File: config.mk
export PLATFORM = sky130hd
export DESIGN_NAME = cimo_cfg
export DESIGN_NICKNAME = d
export VERILOG_FILES = /design/src/verilog/cimo_pkg.sv /design/src/verilog/cimo_cfg.sv /design/src/verilog/cimo_out_gate.sv
export SDC_FILE = /design/constraint.sdc
export NUM_CORES = 1
export LEC_CHECK = 0
export BUFFER_PORTS_ARGS = -buffer_cell sky130_fd_sc_hd__buf_2
export CAP_MARGIN = 10
export CORE_AREA = 2 2 85 95
export DETAILED_ROUTE_END_ITERATION = 12
export DIE_AREA = 0 0 87 97
export PLACE_DENSITY = 0.74
export SLEW_MARGIN = 10
export SYNTH_ARGS = -nofsm -noshare
export SYNTH_HDL_FRONTEND = slang
export SYNTH_SLANG_ARGS = --single-unit
File: constraint.sdc
create_clock -name core_clk_i -period 1.78 [get_ports core_clk_i]
set_input_delay 0.267 -clock core_clk_i [delete_from_list [all_inputs] [get_ports core_clk_i]]
set_output_delay 0.267 -clock core_clk_i [all_outputs]
set_load 0.005 [all_outputs]
File: src/verilog/cimo_pkg.sv
// Package: register map, field layout, encodings and carrier structs
package cimo_pkg;

  // Register byte offsets on APB
  localparam logic [7:0] REF_CFG_OFFS   = 8'h10;
  localparam logic [7:0] OUT01_CFG_OFFS = 8'h14;
  localparam logic [7:0] RUN_CTL_OFFS   = 8'h0c;

  // Reset values
  localparam logic [15:0] REF_CFG_RST   = 16'h0000;
  localparam logic [15:0] OUT01_CFG_RST = 16'h0000;
  localparam logic        RUN_CTL_RST   = 1'b0;

  // Reference config field positions
  localparam int SHAPING_MSB  = 15;
  localparam int SHAPING_LSB  = 14;
  localparam int AUTOMAN_BIT  = 13;
  localparam int CHOICE_BIT   = 12;
  localparam int PREDIV_MSB   = 11;
  localparam int PREDIV_LSB   = 8;
  localparam int SECRX_MSB    = 7;
  localparam int SECRX_LSB    = 6;
  localparam int SECEN_BIT    = 5;
  localparam int PRIRX_MSB    = 4;
  localparam int PRIRX_LSB    = 3;
  localparam int PRIEN_BIT    = 2;
  localparam int SECRAIL_BIT  = 1;
  localparam int PRIRAIL_BIT  = 0;

  // Output pair config field positions, then the run control bit
  localparam int OUT_RSV_MSB  = 15;
  localparam int OUT_RSV_LSB  = 9;
  localparam int DRV1_MSB     = 8;
  localparam int DRV1_LSB     = 7;
  localparam int EN1_MSB      = 6;
  localparam int EN1_LSB      = 5;
  localparam int DRV0_MSB     = 4;
  localparam int DRV0_LSB     = 3;
  localparam int EN0_MSB      = 2;
  localparam int EN0_LSB      = 1;
  localparam int RUN_BIT      = 6;

  // Output enable codes
  localparam logic [1:0] EN_OFF    = 2'h0;
  localparam logic [1:0] EN_PASS   = 2'h1;
  localparam logic [1:0] EN_LOW    = 2'h2;
  localparam logic [1:0] EN_HIGH   = 2'h3;

  // Decoded receiver and driver kinds
  typedef enum logic [1:0] {RX_CML, RX_LVDS, RX_CMOS, RX_XTAL} cimo_rx_t;
  typedef enum logic [1:0] {DRV_LVDS, DRV_CML, DRV_ECL} cimo_drv_t;

  // Per-channel output state
  typedef struct packed {
    cimo_drv_t  drv;
    logic       active;
    logic       level;
  } cimo_out_t;

  // Reference path state
  typedef struct packed {
    logic       delay_en;
    logic       reshape_en;
    logic       manual;
    logic       use_sec;
    logic [4:0] div_ratio;
    cimo_rx_t   pri_rx;
    cimo_rx_t   sec_rx;
    logic       pri_en;
    logic       sec_en;
    logic       pri_hv;
    logic       sec_hv;
  } cimo_ref_t;

endpackage
File: src/verilog/cimo_cfg.sv
// Reference input mux and output pair 0/1 configuration with APB slave
//
// Notes on behaviour
// - Shaping field 15:14 picks none, delay, reshape or both; zero is the reset value.
// - Bit 13 low selects automatic reference choice, high selects manual choice.
// - In manual mode bit 12 low takes primary, high takes secondary only while select pin high.
// - The manual choice bit is ignored while automatic mode is set.
// - Field 11:8 sets the primary pre-divider as value plus one, 1 to 16.
// - Field 7:6 picks the secondary receiver type and bit 5 enables it.
// - Field 4:3 picks the primary receiver type, codes 10 and 11 both CMOS, bit 2 enables it.
// - Bits 1 and 0 declare secondary and primary rails, 0 for 1.8 V, 1 for 2.5/3.3 V.
// - Driver fields 8:7 and 4:3 map 00/01 to LVDS, 10 to CML, 11 to emitter-coupled.
// - Enable fields 6:5 and 2:1 mean off, pass clock, hold low, hold high.
// - Run control bit low holds the device in reset yet keeps all register contents.
//
// The APB register port and the address map are this design's own decisions.
`timescale 1ns/1ps
module cimo_cfg (
  // Clock and reset
  input  wire logic        core_clk_i,
  input  wire logic        arst_n_i,
  // APB slave
  input  wire logic        psel,
  input  wire logic        penable,
  input  wire logic        pwrite,
  input  wire logic [7:0]  paddr,
  input  wire logic [31:0] pwdata,
  output logic [31:0]      prdata,
  output logic             pready,
  output logic             pslverr,
  // Reference pins
  input  wire logic        ref_sel_pin_i,
  input  wire logic        pri_clk_i,
  input  wire logic        sec_clk_i,
  input  wire logic        pri_los_i,
  input  wire logic        sec_los_i,
  // Decoded control
  output cimo_pkg::cimo_ref_t ref_ctl_o,
  output cimo_pkg::cimo_out_t out0_o,
  output cimo_pkg::cimo_out_t out1_o,
  output logic             dev_run_o,
  output logic             pll_ref_o,
  output logic             cfg_warn_o
);

  ////////////////////////////////////////////////////////////////////////////
  // Register storage

  logic [15:0] ref_cfg_q;
  logic [15:0] out_cfg_q;
  logic        run_q;
  logic        wr_en;
  logic        rd_en;
  logic        hit;
  logic        use_sec;

  // Single-cycle access phase; unmapped addresses flag an error
  assign wr_en   = psel && penable && pwrite;
  // Read data is captured in setup so it already stands in the access phase
  assign rd_en   = psel && !penable && !pwrite;
  assign hit     = (paddr == cimo_pkg::REF_CFG_OFFS) || (paddr == cimo_pkg::OUT01_CFG_OFFS)
                   || (paddr == cimo_pkg::RUN_CTL_OFFS);
  assign pready  = 1'b1;
  assign pslverr = psel && penable && !hit;

  // Reference config word; survives run control low
  always_ff @(posedge core_clk_i or negedge arst_n_i)
  begin
    if (!arst_n_i)
      ref_cfg_q <= cimo_pkg::REF_CFG_RST;
    else if (wr_en && paddr == cimo_pkg::REF_CFG_OFFS)
      ref_cfg_q <= pwdata[15:0];
  end

  // Output pair word; reserved bits stored as written so the fault stays visible
  always_ff @(posedge core_clk_i or negedge arst_n_i)
  begin
    if (!arst_n_i)
      out_cfg_q <= cimo_pkg::OUT01_CFG_RST;
    else if (wr_en && paddr == cimo_pkg::OUT01_CFG_OFFS)
      out_cfg_q <= pwdata[15:0];
  end

  // Run control bit
  always_ff @(posedge core_clk_i or negedge arst_n_i)
  begin
    if (!arst_n_i)
      run_q <= cimo_pkg::RUN_CTL_RST;
    else if (wr_en && paddr == cimo_pkg::RUN_CTL_OFFS)
      run_q <= pwdata[cimo_pkg::RUN_BIT];
  end

  // Registered read data; status of the chosen source in bit 16 of the ref word
  always_ff @(posedge core_clk_i or negedge arst_n_i)
  begin
    if (!arst_n_i)
      prdata <= 32'h0000_0000;
    else if (rd_en)
      case (paddr)
        cimo_pkg::REF_CFG_OFFS:   prdata <= {14'h0000, cfg_warn_o, use_sec, ref_cfg_q};
        cimo_pkg::OUT01_CFG_OFFS: prdata <= {16'h0000, out_cfg_q};
        cimo_pkg::RUN_CTL_OFFS:   prdata <= {25'h000_0000, run_q, 6'h00};
        default:                  prdata <= 32'h0000_0000;
      endcase
  end

  ////////////////////////////////////////////////////////////////////////////
  // Reference path decode

  logic       manual;
  logic       auto_sec_q;
  logic [4:0] div_ratio;
  logic [3:0] div_cnt_q;
  logic       div_out_q;
  logic       pri_edge;
  logic       pri_d_q;

  assign manual = ref_cfg_q[cimo_pkg::AUTOMAN_BIT];

  // Auto mode sticks with primary until it is lost, then falls back
  always_ff @(posedge core_clk_i or negedge arst_n_i)
  begin
    if (!arst_n_i)
      auto_sec_q <= 1'b0;
    else if (pri_los_i && !sec_los_i)
      auto_sec_q <= 1'b1;
    else if (sec_los_i && !pri_los_i)
      auto_sec_q <= 1'b0;
  end

  // Manual choice bit only counts in manual mode, and secondary needs the pin
  assign use_sec = manual ? (ref_cfg_q[cimo_pkg::CHOICE_BIT] && ref_sel_pin_i)
                          : auto_sec_q;

  assign div_ratio = {1'b0, ref_cfg_q[cimo_pkg::PREDIV_MSB:cimo_pkg::PREDIV_LSB]} + 5'd1;

  // Primary pre-divider: counts primary rising edges, fires a one-cycle pulse at ratio
  always_ff @(posedge core_clk_i or negedge arst_n_i)
  begin
    if (!arst_n_i)
      pri_d_q <= 1'b0;
    else
      pri_d_q <= pri_clk_i;
  end
  assign pri_edge = pri_clk_i && !pri_d_q;

  // Divide counter, held in reset while run control is low
  always_ff @(posedge core_clk_i or negedge arst_n_i)
  begin
    if (!arst_n_i)
    begin
      div_cnt_q <= 4'h0;
      div_out_q <= 1'b0;
    end
    else if (!run_q)
    begin
      div_cnt_q <= 4'h0;
      div_out_q <= 1'b0;
    end
    else if (pri_edge)
    begin
      if ({1'b0, div_cnt_q} + 5'd1 >= div_ratio)
      begin
        div_cnt_q <= 4'h0;
        div_out_q <= 1'b1;
      end
      else
      begin
        div_cnt_q <= div_cnt_q + 4'h1;
        div_out_q <= 1'b0;
      end
    end
    else
      div_out_q <= 1'b0; // one-cycle pulse; a held level would stall ratio 1
  end

  // Reference to PLL, gated by buffer enables
  always_ff @(posedge core_clk_i or negedge arst_n_i)
  begin
    if (!arst_n_i)
      pll_ref_o <= 1'b0;
    else if (!run_q)
      pll_ref_o <= 1'b0;
    else if (use_sec)
      pll_ref_o <= sec_clk_i && ref_cfg_q[cimo_pkg::SECEN_BIT];
    else
      pll_ref_o <= div_out_q && ref_cfg_q[cimo_pkg::PRIEN_BIT];
  end

  // Decoded reference control bundle
  always_comb
  begin
    ref_ctl_o            = '0;
    ref_ctl_o.delay_en   = ref_cfg_q[cimo_pkg::SHAPING_LSB];
    ref_ctl_o.reshape_en = ref_cfg_q[cimo_pkg::SHAPING_MSB];
    ref_ctl_o.manual     = manual;
    ref_ctl_o.use_sec    = use_sec;
    ref_ctl_o.div_ratio  = div_ratio;
    ref_ctl_o.sec_rx     = cimo_pkg::cimo_rx_t'(
                             ref_cfg_q[cimo_pkg::SECRX_MSB:cimo_pkg::SECRX_LSB]);
    ref_ctl_o.pri_rx     = ref_cfg_q[cimo_pkg::PRIRX_MSB] ? cimo_pkg::RX_CMOS
                           : cimo_pkg::cimo_rx_t'(ref_cfg_q[cimo_pkg::PRIRX_MSB:cimo_pkg::PRIRX_LSB]);
    ref_ctl_o.sec_en     = ref_cfg_q[cimo_pkg::SECEN_BIT];
    ref_ctl_o.pri_en     = ref_cfg_q[cimo_pkg::PRIEN_BIT];
    ref_ctl_o.sec_hv     = ref_cfg_q[cimo_pkg::SECRAIL_BIT];
    ref_ctl_o.pri_hv     = ref_cfg_q[cimo_pkg::PRIRAIL_BIT];
  end

  // Warning: auto mode without both buffers, or reserved output bits set
  assign cfg_warn_o = (!manual && !(ref_cfg_q[cimo_pkg::SECEN_BIT]
                       && ref_cfg_q[cimo_pkg::PRIEN_BIT]))
                      || (out_cfg_q[cimo_pkg::OUT_RSV_MSB:cimo_pkg::OUT_RSV_LSB] != 7'h00);

  assign dev_run_o = run_q;

  ////////////////////////////////////////////////////////////////////////////
  // Output channels 0 and 1

  logic [1:0] act;
  logic [1:0] lvl;

  // Driver type: 00 and 01 both LVDS
  function automatic cimo_pkg::cimo_drv_t drv_dec(input logic [1:0] code);
    drv_dec = (code == 2'h2) ? cimo_pkg::DRV_CML
            : (code == 2'h3) ? cimo_pkg::DRV_ECL : cimo_pkg::DRV_LVDS;
  endfunction

  cimo_out_gate u_gate0 (
    .core_clk_i (core_clk_i),
    .arst_n_i   (arst_n_i),
    .run_i      (run_q),
    .mode_i     (out_cfg_q[cimo_pkg::EN0_MSB:cimo_pkg::EN0_LSB]),
    .ref_clk_i  (pll_ref_o),
    .active_o   (act[0]),
    .out_o      (lvl[0])
  );

  cimo_out_gate u_gate1 (
    .core_clk_i (core_clk_i),
    .arst_n_i   (arst_n_i),
    .run_i      (run_q),
    .mode_i     (out_cfg_q[cimo_pkg::EN1_MSB:cimo_pkg::EN1_LSB]),
    .ref_clk_i  (pll_ref_o),
    .active_o   (act[1]),
    .out_o      (lvl[1])
  );

  // Output bundles
  assign out0_o = '{drv: drv_dec(out_cfg_q[cimo_pkg::DRV0_MSB:cimo_pkg::DRV0_LSB]),
                    active: act[0], level: lvl[0]};
  assign out1_o = '{drv: drv_dec(out_cfg_q[cimo_pkg::DRV1_MSB:cimo_pkg::DRV1_LSB]),
                    active: act[1], level: lvl[1]};

  ////////////////////////////////////////////////////////////////////////////
  // Checks

  property p_shaping;
    @(posedge core_clk_i) disable iff (!arst_n_i)
      ref_ctl_o.delay_en == ref_cfg_q[14] && ref_ctl_o.reshape_en == ref_cfg_q[15];
  endproperty
  a_shaping: assert property (p_shaping) else $error("shaping decode wrong");

  property p_auto_ignores;
    @(posedge core_clk_i) disable iff (!arst_n_i)
      !ref_cfg_q[13] |-> (use_sec == auto_sec_q);
  endproperty
  a_auto_ignores: assert property (p_auto_ignores) else $error("choice bit used in auto");

  property p_manual_sec;
    @(posedge core_clk_i) disable iff (!arst_n_i)
      ref_cfg_q[13] |-> (use_sec == (ref_cfg_q[12] && ref_sel_pin_i));
  endproperty
  a_manual_sec: assert property (p_manual_sec) else $error("manual choice wrong");

  property p_mode_flag;
    @(posedge core_clk_i) disable iff (!arst_n_i)
      ref_ctl_o.manual == ref_cfg_q[13];
  endproperty
  a_mode_flag: assert property (p_mode_flag) else $error("mode bit decode wrong");

  property p_div;
    @(posedge core_clk_i) disable iff (!arst_n_i)
      div_ratio == ({1'b0, ref_cfg_q[11:8]} + 5'h01);
  endproperty
  a_div: assert property (p_div) else $error("divider ratio wrong");

  property p_pri_rx;
    @(posedge core_clk_i) disable iff (!arst_n_i)
      ref_cfg_q[4] |-> ref_ctl_o.pri_rx == cimo_pkg::RX_CMOS;
  endproperty
  a_pri_rx: assert property (p_pri_rx) else $error("primary rx decode wrong");

  property p_run_hold;
    @(posedge core_clk_i) disable iff (!arst_n_i)
      (!run_q && !(wr_en && paddr == cimo_pkg::REF_CFG_OFFS)) |=> $stable(ref_cfg_q) && !pll_ref_o;
  endproperty
  a_run_hold: assert property (p_run_hold) else $error("run low lost state");

  property p_drv;
    @(posedge core_clk_i) disable iff (!arst_n_i)
      out_cfg_q[4:3] == 2'h3 |-> out0_o.drv == cimo_pkg::DRV_ECL;
  endproperty
  a_drv: assert property (p_drv) else $error("driver decode wrong");

  property p_static;
    @(posedge core_clk_i) disable iff (!arst_n_i)
      (run_q && out_cfg_q[2:1] == 2'h3 && !pll_ref_o) ##1 (run_q && out_cfg_q[2:1] == 2'h3)
      |=> lvl[0];
  endproperty
  a_static: assert property (p_static) else $error("static high missing");

  property p_rails;
    @(posedge core_clk_i) disable iff (!arst_n_i)
      ref_ctl_o.sec_hv == ref_cfg_q[1] && ref_ctl_o.pri_hv == ref_cfg_q[0]
      && ref_ctl_o.sec_rx == cimo_pkg::cimo_rx_t'(ref_cfg_q[7:6]);
  endproperty
  a_rails: assert property (p_rails) else $error("rail or sec rx decode wrong");

  // Divider output must be a pulse, never a held level
  property p_div_pulse;
    @(posedge core_clk_i) disable iff (!arst_n_i)
      div_out_q |=> !div_out_q;
  endproperty
  a_div_pulse: assert property (p_div_pulse) else $error("divider pulse too long");

  // Last primary edge of a period restarts the count and fires the pulse
  property p_div_wrap;
    @(posedge core_clk_i) disable iff (!arst_n_i)
      (run_q && pri_edge && ({1'b0, div_cnt_q} + 5'h01 >= div_ratio))
      |=> div_out_q && div_cnt_q == 4'h0;
  endproperty
  a_div_wrap: assert property (p_div_wrap) else $error("divider wrap wrong");

  // Run control low switches both channels off one cycle later
  property p_run_off;
    @(posedge core_clk_i) disable iff (!arst_n_i)
      !run_q |=> !act[0] && !act[1];
  endproperty
  a_run_off: assert property (p_run_off) else $error("output on while held");

  property p_drv1;
    @(posedge core_clk_i) disable iff (!arst_n_i)
      out_cfg_q[8:7] == 2'h2 |-> out1_o.drv == cimo_pkg::DRV_CML;
  endproperty
  a_drv1: assert property (p_drv1) else $error("channel 1 driver decode wrong");

  property p_drv0_lvds;
    @(posedge core_clk_i) disable iff (!arst_n_i)
      out_cfg_q[4:3] == 2'h0 |-> out0_o.drv == cimo_pkg::DRV_LVDS;
  endproperty
  a_drv0_lvds: assert property (p_drv0_lvds) else $error("channel 0 lvds decode wrong");

  // Reserved output bits set must always raise the warning
  property p_warn_rsv;
    @(posedge core_clk_i) disable iff (!arst_n_i)
      out_cfg_q[15:9] != 7'h00 |-> cfg_warn_o;
  endproperty
  a_warn_rsv: assert property (p_warn_rsv) else $error("reserved bits not flagged");

endmodule

File: src/verilog/cimo_out_gate.sv
// Glitch-free output channel gate: mode changes land on clock-low while run is high
`timescale 1ns/1ps
module cimo_out_gate (
  // Clock and reset
  input  wire logic       core_clk_i,
  input  wire logic       arst_n_i,
  // Control
  input  wire logic       run_i,
  input  wire logic [1:0] mode_i,
  input  wire logic       ref_clk_i,
  // Output
  output logic            active_o,
  output logic            out_o
);

  logic [1:0] mode_q;
  logic       out_q;

  // Mode taken over while the reference is low, so no cut pulse; run low forces off at the next clock whatever the reference
  always_ff @(posedge core_clk_i or negedge arst_n_i)
  begin
    if (!arst_n_i)
      mode_q <= cimo_pkg::EN_OFF;
    else if (!ref_clk_i || !run_i)
      mode_q <= run_i ? mode_i : cimo_pkg::EN_OFF;
  end

  // Registered output level per mode
  always_ff @(posedge core_clk_i or negedge arst_n_i)
  begin
    if (!arst_n_i)
      out_q <= 1'b0;
    else
      case (mode_q)
        cimo_pkg::EN_PASS: out_q <= ref_clk_i;
        cimo_pkg::EN_HIGH: out_q <= 1'b1;
        default:           out_q <= 1'b0;
      endcase
  end

  assign active_o = (mode_q != cimo_pkg::EN_OFF);
  assign out_o    = out_q;

  // Safe moment check: mode never changes while reference is high and running
  property p_switch_low;
    @(posedge core_clk_i) disable iff (!arst_n_i)
      (ref_clk_i && $past(run_i) && run_i) |=> $stable(mode_q);
  endproperty
  a_switch_low: assert property (p_switch_low) else $error("mode moved on high");

endmodule

==> flow_summary.json <==
{
  "first_iter_violations": 73,
  "grt.total_usage": 0.168,
  "cts.sinks": 65,
  "overflow": 0,
  "place_inst": 442,
  "final_cells": 466,
  "antenna_cells": 0,
  "place_congestion": 0.808,
  "rsz0062_at_grt": "true",
  "rr_worst_depth": 8,
  "rows": 33,
  "min_path_type": "in -> reg",
  "hold_path_depth": 1,
  "synthArstFlopShare": 1.00,
  "numPortBuffers": 80,
  "yosys_warnings": 0,
  "dp_slack_ps": -335,
  "syn_inst": 284,
  "avgSynthCellArea_um2": 11.5,
  "synth_area_leaders": "dfrtp_1 (50%), mux2_2 (8.3%), buf_4 (7.2%)",
  "r2r_slack_ps": -180,
  "r2r_start": "ref_cfg_q[8]$_DFFE_PN0P_",
  "hold_end": "pri_d_q$_DFF_PN0_",
  "cts_tree": "done",
  "hold_viol_final": 0,
  "path_class": "reg -> reg",
  "worstPathRequired_ps": 2030,
  "synth_most_common_cell": "dfrtp_1",
  "grt_max_degree": 66,
  "leakagePower_nw": 2.22,
  "grt_pass1_vias": 2243,
  "dpl_cell_area_mm2": 0.00373,
  "yosysTopAreaCellShare": 0.500,
  "grt_pass1_wl_um": 10900,
  "ir_drop_mv": 0.374,
  "postLayoutCoreUtil": 0.568,
  "fin_skew_ps": 7.84,
  "grt_busiest_layer": "met2",
  "ys.flop_type": "dfrtp_1",
  "p_per_area_mw_per_mm2": 685,
  "antenna_found_initial": 0,
  "crit_arrival_ps": 2210,
  "drive_above_1_share": 0.475,
  "cts-root-buf": "clkbuf_8",
  "antenna_left": 0,
  "first_pass_iters": 4,
  "design_area_mm2": 0.00420,
  "fmax_mhz": 510,
  "numCtsBuffers": 9,
  "critPathMaxFanout": 6,
  "start_util": 0.440,
  "finalCritPeriodShare": 1.10,
  "endpoint_kind": "flop",
  "synth_common_cells": "dfrtp_1 (65), buf_4 (31), nand2_1 (27)",
  "use_met3": 0.0358,
  "synthDistinctLibCells": 38,
  "pin_count": 112,
  "fin_crit_ps": 1960,
  "die_w_um": 87,
  "holdCritStartpoint": "pri_clk_i",
  "detail_route.wirelength_um": 7490,
  "core_area_mm2": 0.00739,
  "ys_ff_latch": 65,
  "clockBufferDepth": 2,
  "synth-edff-count": 0,
  "routedWlPerCell_um": 16.1,
  "drc": 0,
  "finalSetupViolCount": 23,
  "rr_endpoint": "div_cnt_q[3]$_DFFE_PN0P_",
  "dieArea_mm2": 0.00844,
  "fillers": 631,
  "slew_viol_final": 0,
  "fp.dieH_um": 97,
  "maxCapViolCount": 0,
  "area_growth_pct": 29.1,
  "post-dp-hpwl_um": 4840,
  "worst_slack_ps": -180,
  "vias_per_cell": 5.07,
  "use_met2": 0.256,
  "htreeDepth": 3,
  "vias": 2363,
  "use_met1": 0.225,
  "nNetsFinal": 433,
  "clkTransAtPathRegs_ps": 60,
  "start_kind": "flop",
  "yosysSeqAreaShare": 0.500,
  "outcome": "finished, violations left",
  "violations": "negative setup slack",
  "yosysTopAreaCell": "dfrtp_1",
  "clock_latency_ps": 340,
  "syn-cell-area_mm2": 0.00325
}
[per-stage QoR]
step	hold WS, ps	total power, mW	TNS [ps]
global route	49.0	3.01	-2750
detailed placement	310	1.73	-12880
floorplan	-28.6	1.64	-6990
finish	63.8	2.88	-1580
CTS	49.2	2.89	-305
global placement	308	1.72	-12030
[repair_timing]
item | CTS | global route
gates resized for setup | 1 | 46
pin swaps | 9 | 18
setup buffers | 2 | 5
setup endpoints to repair | 5 | 34
hold endpoints to repair | 65 | 0
hold buffers | 1 | 0
gates cloned | 0 | 1
[where the power goes]
part	internal, mW	leakage (nW)	switching, mW
registers	1.49	0.902	0.0140
logic	0.0952	1.22	0.117
clock network	0.633	0.0929	0.525
total	2.22	2.22	0.657
[cells by family (layout without fill, tap and decap cells)]
logic type               after synthesis  after routing  synth area share
AO/OA/AOI/OAI                         33             33            0.0577
XOR/XNOR                               4              4            0.0108
adder cells (fa/ha/maj)                8              8            0.0308
buffers and inverters                 50            132             0.101
flip-flops                            65             65             0.500
multiplexers                          54             54             0.191
other                                  2             15           0.00231
AND/OR/NAND/NOR                       68             68             0.107
[worst max path at each step]
stage / to / startpoint / slack [ps]
floorplan: ref_cfg_q[0]$_DFFE_PN0P_ / paddr[7] / -290
global placement: out_cfg_q[7]$_DFFE_PN0P_ / paddr[7] / -310
detailed placement: ref_cfg_q[7]$_DFFE_PN0P_ / paddr[7] / -340
CTS: div_cnt_q[2]$_DFFE_PN0P_ / div_cnt_q[1]$_DFFE_PN0P_ / -100
global route: div_cnt_q[2]$_DFFE_PN0P_ / ref_cfg_q[8]$_DFFE_PN0P_ / -280
finish: div_cnt_q[3]$_DFFE_PN0P_ / ref_cfg_q[8]$_DFFE_PN0P_ / -180
[layout make-up]
type | instances | area [µm²] | share of cell area
clock buffers | 11 | 131 | 0.0313
well taps | 87 | 109 | 0.0259
clock inverters | 4 | 45.0 | 0.0107
multi-input cells | 182 | 1570 | 0.374
repair buffers | 108 | 683 | 0.163
flip-flops and latches | 65 | 1630 | 0.387
inverters | 9 | 33.8 | 0.00804
[sequential cells by signal, summed over array words and instances (netlist names), 2 cells and up]
| name | flops |
|---|---|
| ref_cfg_q | 16 |
| prdata | 18 |
| u_gate0.mode_q | 2 |
| div_cnt_q | 4 |
| out_cfg_q | 16 |
| u_gate1.mode_q | 2 |
[layout by cell type, fill, tap and decap left out, types with 9 or more instances in the layout]
master	netlist	routed
buf_4	31	17
clkbuf_8	0	9
o21ai_1	0	10
nand2_1	27	27
nor2_1	10	10
dfrtp_1	65	64
mux2_4	10	26
buf_2	0	79
mux2i_1	20	20
conb_1	2	15
[per-layer routing]
layer  wire, µm  up-vias
met2       3560       84
met4         57        0
met1       3420     1169
li1           -     1105
met3        449        5
met5          0        -
[worst max-delay path, cell delays in order, from the launching register on]
cell and delay, ps:
dfrtp_1 430, ha_4 200, xnor2_4 190, ha_4 230, a21oi_2 170, o21ai_2 100, a31oi_4 230, nand3_1 130
a21oi_1 190
Power figures use the tool's default switching activity.
